$ cat config.mk
export PLATFORM = sky130hd
export DESIGN_NAME = psi_status_regs
export DESIGN_NICKNAME = d
export VERILOG_FILES = /design/src/psi_pkg.sv /design/src/psi_status_regs.sv
export SDC_FILE = /design/constraint.sdc
export NUM_CORES = 1
export LEC_CHECK = 0
export ABC_AREA = 1
export BUFFER_PORTS_ARGS = -buffer_cell sky130_fd_sc_hd__buf_4
export CAP_MARGIN = 20
export CORE_MARGIN = 2
export CORE_UTILIZATION = 35
export DETAILED_ROUTE_END_ITERATION = 10
export HOLD_SLACK_MARGIN = 0.03
export PLACE_DENSITY_LB_ADDON = 0.1
export SLEW_MARGIN = 20
export SYNTH_ARGS = -nofsm -noshare
export SYNTH_HDL_FRONTEND = slang
export SYNTH_SLANG_ARGS = --single-unit
$ cat constraint.sdc
create_clock -name core_clk -period 2.3 [get_ports core_clk]
set_input_delay 0.345 -clock core_clk [delete_from_list [all_inputs] [get_ports core_clk]]
set_output_delay 0.345 -clock core_clk [all_outputs]
set_load 0.05 [all_outputs]
$ cat src/psi_pkg.sv
package psi_pkg;

  // management register addresses
  localparam logic [4:0] REG_SUMMARY = 5'h19;
  localparam logic [4:0] REG_IRQ = 5'h1a;
  localparam logic [4:0] REG_AUX2 = 5'h1b;

  // status summary bit positions
  localparam int SUM_AN_DONE = 15;
  localparam int SUM_CMPL_ACK = 14;
  localparam int SUM_ACK_DET = 13;
  localparam int SUM_ABILITY = 12;
  localparam int SUM_PAUSE = 11;
  localparam int SUM_MODE_HI = 10;
  localparam int SUM_MODE_LO = 8;
  localparam int SUM_PD_FAULT = 7;
  localparam int SUM_RFAULT = 6;
  localparam int SUM_PAGE = 5;
  localparam int SUM_LP_AN = 4;
  localparam int SUM_SPEED = 3;
  localparam int SUM_LINK = 2;
  localparam int SUM_AN_EN = 1;
  localparam int SUM_JABBER = 0;

  // interrupt register bit positions
  localparam int INT_RSV15 = 15;
  localparam int INT_ENABLE = 14;
  localparam int INT_MASK_HI = 11;
  localparam int INT_MASK_LO = 8;
  localparam int INT_FLAG_HI = 3;
  localparam int INT_FLAG_LO = 1;
  localparam int INT_STATUS = 0;
  localparam logic [3:0] INT_MASK_RESET = 4'hf;
  // mask/flag order inside the 3-bit groups: duplex, speed, link
  localparam int MSK_MASTER = 0;

  // auxiliary mode 2 layout
  localparam int AUX2_DRIBBLE = 11;
  localparam int AUX2_JUMBO = 10;
  localparam int AUX2_TXC_INV = 8;
  localparam int AUX2_ECHO_BLK = 7;
  localparam int AUX2_QUAL_PD = 1;
  localparam logic [15:0] AUX2_WR_MASK = 16'h0ffe;
  localparam logic [15:0] AUX2_RESET = 16'h008a;

  // negotiated mode encodings
  localparam logic [2:0] MODE_NONE = 3'h0;
  localparam logic [2:0] MODE_10HD = 3'h1;
  localparam logic [2:0] MODE_10FD = 3'h2;
  localparam logic [2:0] MODE_100HD = 3'h3;
  localparam logic [2:0] MODE_100T4 = 3'h4;
  localparam logic [2:0] MODE_100FD = 3'h5;

  // serial management frame
  localparam logic [5:0] MI_PREAMBLE_LEN = 6'h20;
  localparam logic [4:0] MI_HDR_LEN = 5'h0e;
  localparam logic [4:0] MI_DATA_LAST = 5'h0f;
  localparam logic [1:0] MI_START = 2'h1;
  localparam logic [1:0] MI_OP_READ = 2'h2;
  localparam logic [1:0] MI_OP_WRITE = 2'h1;
  localparam logic [1:0] NIBBLE_BITS = 2'h3;

  typedef struct packed {
    logic an_done;
    logic cmpl_ack_evt;
    logic ack_evt;
    logic ability_evt;
    logic pause;
    logic [2:0] resolved_best_mode;
    logic pd_fault_evt;
    logic remote_fault;
    logic page_evt;
    logic partner_an_able;
    logic jabber_evt;
  } psi_an_status_type;

  typedef struct packed {
    logic duplex_mode;
    logic link_rate;
    logic link_pass;
  } psi_line_type;

  typedef struct packed {
    logic dribble_correct_en;
    logic jumbo_en;
    logic txc_invert;
    logic echo_block_en;
    logic qual_pd_en;
  } psi_mode_type;

endpackage : psi_pkg

$ cat src/psi_status_regs.sv
`timescale 1ns/1ps
module psi_status_regs import psi_pkg::*; #(
  parameter logic [4:0] PHY_ADDR = 5'h01
) (
  // clock and reset
  input wire logic core_clk,
  input wire logic reset,
  // management pins
  input wire logic mdc,
  input wire logic mdio_in,
  output logic mdio_out,
  output logic mdio_oe_n,
  // strap and control inputs
  input wire logic autoneg_strap_pin,
  input wire logic an_ctrl_en,
  // negotiation and line state
  input wire psi_an_status_type an_stat,
  input wire psi_line_type line_stat,
  // datapath hooks
  input wire logic tx_en,
  input wire logic rx_dv_raw,
  input wire logic crs_raw,
  input wire logic [15:0] rx_bit_len,
  input wire logic pd_detect,
  input wire logic pd_is_100,
  input wire logic adv_10,
  input wire logic adv_100,
  // outputs
  output logic irq_out_n,
  output psi_mode_type mode_cfg,
  output logic rx_dv,
  output logic crs,
  output logic [15:0] rx_nibble_len,
  output logic link_assert
);

  function automatic logic latch_one(input logic cur, input logic set, input logic clr);
    latch_one = set | (cur & ~clr);
  endfunction : latch_one

  typedef enum {MI_IDLE, MI_HEADER, MI_TURN, MI_DATA} psi_mi_state_type;

  // pin synchronisers and mdc edge detect
  logic mdc_s1, mdc_s2, mdc_prev, mdio_s1, mdio_s2, strap_s1, strap_s2;
  always_ff @(posedge core_clk) begin
    mdc_s1 <= mdc;
    mdc_s2 <= mdc_s1;
    mdc_prev <= mdc_s2;
    mdio_s1 <= mdio_in;
    mdio_s2 <= mdio_s1;
    strap_s1 <= autoneg_strap_pin;
    strap_s2 <= strap_s1;
  end
  wire logic mdc_rise = mdc_s2 & ~mdc_prev;

  // serial management engine
  psi_mi_state_type mi_state;
  logic [5:0] ones_cnt;
  logic [4:0] bit_cnt;
  logic [13:0] hdr;
  logic [15:0] shreg;
  logic is_read;
  logic rd_pulse;
  logic wr_pulse;
  logic [4:0] acc_reg;
  wire logic [13:0] next_hdr = {hdr[12:0], mdio_s2};
  logic [15:0] rd_value;

  always_ff @(posedge core_clk) begin
    rd_pulse <= 1'b0;
    wr_pulse <= 1'b0;
    if (reset) begin
      mi_state <= MI_IDLE;
      ones_cnt <= '0;
      bit_cnt <= '0;
      hdr <= '0;
      shreg <= '0;
      is_read <= 1'b0;
      acc_reg <= '0;
      mdio_out <= 1'b1;
      mdio_oe_n <= 1'b1;
    end else if (mdc_rise) begin
      unique case (mi_state)
        MI_IDLE: begin
          if (mdio_s2) begin
            if (ones_cnt != MI_PREAMBLE_LEN) ones_cnt <= ones_cnt + 6'h01;
          end else if (ones_cnt == MI_PREAMBLE_LEN) begin
            hdr <= '0;
            bit_cnt <= 5'h01;
            mi_state <= MI_HEADER;
          end else begin
            ones_cnt <= '0;
          end
        end
        MI_HEADER: begin
          hdr <= next_hdr;
          bit_cnt <= bit_cnt + 5'h01;
          if (bit_cnt + 5'h01 == MI_HDR_LEN) begin
            ones_cnt <= '0;
            bit_cnt <= '0;
            acc_reg <= next_hdr[4:0];
            if (next_hdr[13:12] != MI_START || next_hdr[9:5] != PHY_ADDR) begin
              mi_state <= MI_IDLE;
            end else if (next_hdr[11:10] == MI_OP_READ) begin
              // snapshot now: the clearing read happens here
              is_read <= 1'b1;
              shreg <= rd_value;
              rd_pulse <= 1'b1;
              mi_state <= MI_TURN;
            end else if (next_hdr[11:10] == MI_OP_WRITE) begin
              is_read <= 1'b0;
              mi_state <= MI_TURN;
            end else begin
              mi_state <= MI_IDLE;
            end
          end
        end
        MI_TURN: begin
          bit_cnt <= bit_cnt + 5'h01;
          if (is_read && bit_cnt == 5'h00) begin
            mdio_out <= 1'b0;
            mdio_oe_n <= 1'b0;
          end
          if (bit_cnt == 5'h01) begin
            bit_cnt <= '0;
            mi_state <= MI_DATA;
            if (is_read) begin
              mdio_out <= shreg[15];
              shreg <= {shreg[14:0], 1'b0};
            end
          end
        end
        MI_DATA: begin
          bit_cnt <= bit_cnt + 5'h01;
          if (is_read) begin
            mdio_out <= shreg[15];
            shreg <= {shreg[14:0], 1'b0};
          end else begin
            shreg <= {shreg[14:0], mdio_s2};
          end
          if (bit_cnt == MI_DATA_LAST) begin
            mdio_oe_n <= 1'b1;
            mdio_out <= 1'b1;
            wr_pulse <= ~is_read;
            mi_state <= MI_IDLE;
          end
        end
      endcase
    end
  end

  // clear on the snapshot edge itself, so an event one cycle later is never lost
  wire logic rd_take = mdc_rise && mi_state == MI_HEADER && bit_cnt + 5'h01 == MI_HDR_LEN &&
    next_hdr[13:12] == MI_START && next_hdr[9:5] == PHY_ADDR && next_hdr[11:10] == MI_OP_READ;
  wire logic rd_sum = rd_take && next_hdr[4:0] == REG_SUMMARY;
  wire logic rd_int = rd_take && next_hdr[4:0] == REG_IRQ;
  wire logic wr_int = wr_pulse && acc_reg == REG_IRQ;
  wire logic wr_aux2 = wr_pulse && acc_reg == REG_AUX2;

  // strap capture after reset release, and summary latches
  logic strap_taken, an_en_reset;
  logic hi_cmpl_ack, hi_ack, hi_ability, hi_pd_fault, hi_page, hi_jabber, lo_link;
  always_ff @(posedge core_clk) begin
    if (reset) begin
      strap_taken <= 1'b0;
      an_en_reset <= 1'b0;
    end else if (!strap_taken) begin
      strap_taken <= 1'b1;
      an_en_reset <= strap_s2;
    end
  end
  wire logic an_enabled = an_en_reset & an_ctrl_en;

  always_ff @(posedge core_clk) begin
    if (reset) begin
      hi_cmpl_ack <= 1'b0;
      hi_ack <= 1'b0;
      hi_ability <= 1'b0;
      hi_pd_fault <= 1'b0;
      hi_page <= 1'b0;
      hi_jabber <= 1'b0;
      lo_link <= 1'b0;
    end else begin
      hi_cmpl_ack <= latch_one(hi_cmpl_ack, an_stat.cmpl_ack_evt, rd_sum);
      hi_ack <= latch_one(hi_ack, an_stat.ack_evt, rd_sum);
      hi_ability <= latch_one(hi_ability, an_stat.ability_evt, rd_sum);
      hi_pd_fault <= latch_one(hi_pd_fault, an_stat.pd_fault_evt, rd_sum);
      hi_page <= latch_one(hi_page, an_stat.page_evt, rd_sum);
      hi_jabber <= latch_one(hi_jabber, an_stat.jabber_evt, rd_sum);
      // loss wins over the reload that a read performs
      lo_link <= line_stat.link_pass & (lo_link | rd_sum);
    end
  end

  // interrupt register
  logic int_rsv15, int_enable;
  logic [3:0] int_mask;
  logic [2:0] chg_flag;
  logic int_stat;
  psi_line_type line_prev;
  always_ff @(posedge core_clk) begin
    if (reset) begin
      int_rsv15 <= 1'b0;
      int_enable <= 1'b0;
      int_mask <= INT_MASK_RESET;
    end else if (wr_int) begin
      int_rsv15 <= shreg[INT_RSV15];
      int_enable <= shreg[INT_ENABLE];
      int_mask <= shreg[INT_MASK_HI:INT_MASK_LO];
    end
  end

  wire logic [2:0] line_chg = line_stat ^ line_prev;
  // masked events set no flag, so they raise neither pin nor status
  wire logic [2:0] chg_evt = line_chg & ~int_mask[3:1];
  wire logic [2:0] next_flag = chg_evt | (chg_flag & ~{3{rd_int}});
  wire logic irq_cond = int_enable & ~int_mask[MSK_MASTER] & |next_flag;

  always_ff @(posedge core_clk) begin
    if (reset) begin
      // track the line during reset so release shows no false change
      line_prev <= line_stat;
      chg_flag <= '0;
      int_stat <= 1'b0;
    end else begin
      line_prev <= line_stat;
      chg_flag <= next_flag;
      int_stat <= latch_one(int_stat, irq_cond, rd_int);
    end
  end

  always_ff @(posedge core_clk) begin
    if (reset) irq_out_n <= 1'b1;
    else irq_out_n <= ~irq_cond;
  end

  // auxiliary mode 2
  logic [15:0] aux2;
  always_ff @(posedge core_clk) begin
    if (reset) aux2 <= AUX2_RESET;
    // reserved bits inside AUX2_WR_MASK store what the manager writes; bits 15:12 and 0 are forced to zero
    else if (wr_aux2) aux2 <= shreg & AUX2_WR_MASK;
  end

  always_ff @(posedge core_clk) begin
    if (reset) begin
      mode_cfg <= '0;
    end else begin
      mode_cfg.dribble_correct_en <= aux2[AUX2_DRIBBLE];
      mode_cfg.jumbo_en <= aux2[AUX2_JUMBO];
      mode_cfg.txc_invert <= aux2[AUX2_TXC_INV];
      mode_cfg.echo_block_en <= aux2[AUX2_ECHO_BLK];
      mode_cfg.qual_pd_en <= aux2[AUX2_QUAL_PD];
    end
  end

  // read data multiplexer
  always_comb begin
    rd_value = '0;
    unique case (next_hdr[4:0])
      REG_SUMMARY: begin
        rd_value[SUM_AN_DONE] = an_stat.an_done;
        rd_value[SUM_CMPL_ACK] = hi_cmpl_ack;
        rd_value[SUM_ACK_DET] = hi_ack;
        rd_value[SUM_ABILITY] = hi_ability;
        rd_value[SUM_PAUSE] = an_stat.pause;
        rd_value[SUM_MODE_HI:SUM_MODE_LO] = an_stat.resolved_best_mode;
        rd_value[SUM_PD_FAULT] = hi_pd_fault;
        rd_value[SUM_RFAULT] = an_stat.remote_fault;
        rd_value[SUM_PAGE] = hi_page;
        rd_value[SUM_LP_AN] = an_stat.partner_an_able;
        rd_value[SUM_SPEED] = line_stat.link_rate;
        rd_value[SUM_LINK] = lo_link;
        rd_value[SUM_AN_EN] = an_enabled;
        rd_value[SUM_JABBER] = hi_jabber;
      end
      REG_IRQ: begin
        rd_value[INT_RSV15] = int_rsv15;
        rd_value[INT_ENABLE] = int_enable;
        rd_value[INT_MASK_HI:INT_MASK_LO] = int_mask;
        rd_value[INT_FLAG_HI:INT_FLAG_LO] = chg_flag;
        rd_value[INT_STATUS] = int_stat;
      end
      REG_AUX2: rd_value = aux2;
      default: rd_value = '0;
    endcase
  end

  // datapath hooks
  wire logic half_10 = ~line_stat.link_rate & ~line_stat.duplex_mode;
  wire logic pd_adv_ok = pd_is_100 ? adv_100 : adv_10;
  always_ff @(posedge core_clk) begin
    if (reset) begin
      rx_dv <= 1'b0;
      crs <= 1'b0;
      rx_nibble_len <= '0;
      link_assert <= 1'b0;
    end else begin
      rx_dv <= rx_dv_raw | (tx_en & half_10 & ~aux2[AUX2_ECHO_BLK]);
      crs <= crs_raw | (tx_en & half_10);
      rx_nibble_len <= aux2[AUX2_DRIBBLE] ? {rx_bit_len[15:2], ~NIBBLE_BITS & rx_bit_len[1:0]} : rx_bit_len;
      link_assert <= pd_detect & (~aux2[AUX2_QUAL_PD] | pd_adv_ok);
    end
  end
endmodule : psi_status_regs

==> results.md <==
* Routability Congestion at 0.827
* Slew Limit Headroom at 0.710
* First-pass GRT wire length at 19200 um
* TritonCTS clock tree: built
* Layout cells sized above 1 at 0.188
* Top flop regs: rx_nibble_len x16, shreg x16, hdr x13
* Crit Path Class: flip-flop to flip-flop
* Period utilisation layout at 0.922
* Max Freq at 472 MHz
* DP Wirelength at 7770 um
* Synthesized flop and latch total at 116
* CTS clk-pin slew, worst paths at 0.05 ns
* Synthesized netlist net count at 648
* Inserted Diodes at 0
* Slew Viols, Final at 0
* Die width at 119 um
* CP Data Arrival Time at 2.42 ns
* CP max stage cell: dfxtp_1
* Min-delay worst type: input pin to flip-flop
* Crit end category: flip-flop
* Number of remaining DRC errors at 0
* Final hold viol count at 0
* Die Ht at 119 um
* Crit path time final at 2.12 ns
* RSZ-0062 raised after global routing: yes
* All-Layer GR Usage at 0.171
* Most frequent cells in the layout: dfxtp_1 (116), nand2_1 (102), buf_4 (82), nor2_1 (72), inv_1 (67)
* Synth Warn # at 0
* Fin Hold WS at 0.0565 ns
* CTS H-tree lvls at 4
* FP Rows at 41
* Clock sinks at 116
* Die area at 14000 um2
* Initial DRC Count at 251
* Top Ports at 72
* Crit-path cells: ha_1 -> nand2_1 -> nor2_1 -> ha_1 -> nand2_1 -> nor2_1 -> nand2_2 -> nor2_4 -> nand3_2 -> a21oi_1 -> nand3_1 -> nand2_1 -> nand2_1
* Distinct cells, synth at 32
* Grt ovf at 0
* Leakage at 0.00253 uW
* CP required at 2.60 ns
* Number of max-cap violations at 0
* Commonest non-fill, non-tap cell in the layout: dfxtp_1
* Clk buf depth at 2
* Avg Inst Size Synth at 7.70 um2
* Worst Skew at 0.0105 ns
* Antenna-violating nets left at 0
* Router iterations before antenna repair at 5
* Vias in the first global route at 3842
* Most used cell, CP: nand2_1
* Fin area at 6030 um2
* Via density at 4.69
* Maximum VDD drop at 535 uV
* Cts bufs inserted at 17
* CP peak stage delay at 0.35 ns
* Initial Util at 0.361
* CTS root buf: clkbuf_16
* Worst Tran Pin Value at 0.435 ns
* Initial antenna violation count at 0
* Synthesis-to-finish area growth at 31.3%
* Largest net degree at the start of global routing at 44
* Setup-failing EPs final at 0
* Area of the core at 12700 um2
* Crit path launch type: flip-flop
* Routed len/inst at 13.2 um
* I/O Buffers at 71
* Area after DPL at 5330 um2
* Post-Synthesis Cells at 596
* Wirelength, routed at 11400 um
* Status: finished clean
* Post-synth design cell area at 4590 um2
* Worst-path fanout max at 6
* Pwr dens at 834 nW/um2
* Worst-Skew Late Latency at 0.41 ns
* Via Count at 4055
* Fin nets at 731
* Sequential element share of the synthesized area at 0.506
==> timing repair <==
item                       CTS  global route
setup endpoints to repair    0            21
hold buffers                 3             0
setup buffers                0             1
gates resized for setup      0             3
hold endpoints to repair     3             0
==> through the flow <==
step                TNS, ns  total power, uW   util  setup slack [ns]  cells
floorplan                 0             2240      -             0.422    596
global placement          0             2350  0.419             0.265    827
detailed placement        0             2360  0.419             0.165    827
CTS                       0             5080  0.469             0.152    862
global route        -0.0809             5210  0.474           -0.0301    864
finish                    0             5020  0.474             0.180    864
==> cell usage after synthesis <==
cell,number,share of area
a21oi_2,1,0.0019
o21ai_2,1,0.0019
buf_6,2,0.0049
buf_2,6,0.0065
or2_2,1,0.0014
nand3_2,1,0.0022
nor2_2,1,0.0014
nand4_1,6,0.0082
nand2_1,103,0.084
o21a_1,1,0.0016
ha_1,7,0.019
nor2_1,72,0.059
a211oi_1,5,0.0082
nand3_1,36,0.039
nor3_1,13,0.014
a31oi_1,11,0.015
nand2_2,3,0.0041
o21ai_1,1,0.0011
inv_1,67,0.055
o211ai_1,10,0.016
o21ai_0,41,0.045
o311ai_0,1,0.0019
nor2_4,3,0.0074
nand3b_1,1,0.0016
inv_2,1,0.00082
dfxtp_1,116,0.51
clkbuf_1,14,0.011
nor3b_1,3,0.0049
a21oi_1,63,0.069
buf_1,2,0.0016
o221ai_1,2,0.0038
xnor2_1,1,0.0019
==> cells by family (layout without fill, tap and decap cells) <==
group / after synthesis / after routing / share of synthesized area
flops: 116 / 116 / 0.506
buf+inv: 92 / 188 / 0.0802
fa+ha+maj: 7 / 7 / 0.0191
simple gates: 243 / 243 / 0.228
xor+xnor: 1 / 1 / 0.00191
compound gates: 137 / 137 / 0.165
==> routing by layer <==
metal | part of all wire | global-route usage | wire length, um
met5 | 0 | 0 | 0
met4 | 0.010 | 0.0506 | 114
met1 | 0.49 | 0.237 | 5590
met3 | 0.073 | 0.0637 | 833
met2 | 0.43 | 0.247 | 4910
==> power by group <==
group,internal [uW],total [uW],leakage (uW),switching (uW)
Sequential,2050,2070,0.000947,16.6
Combinational,98.4,246,0.00129,147
Clock,1810,2710,0.000299,898
Total,3960,5020,0.00253,1060
==> final timing paths <==
kind	start	end	depth (start not counted)	slack, ns
setup / recovery	bit_cnt[0]	int_stat	13	0.18
hold / removal	line_stat[0]	line_prev[0]	1	0.06
setup reg to reg	bit_cnt[0]	int_stat	13	0.18
hold reg to reg	strap_s1	strap_s2	0	0.32
==> critical path, delay by kind of cell (launching register included) <==
kind	cells	cell delay [ns]
flip-flops	1	0.35
AO/OA/AOI/OAI	1	0.20
AND/OR/NAND/NOR	10	0.97
adder cells (fa/ha/maj)	2	0.50
==> layout make-up <==
class / instances / area, um2
clock inverters: 9 / 125
repair buffers: 88 / 711
fillers: 1306 / 6700
flip-flops and latches: 116 / 2320
clock buffers: 23 / 488
multi-input cells: 388 / 1910
inverters: 68 / 255
well taps: 172 / 215
No activity file was read; power rests on OpenSTA's default activity.
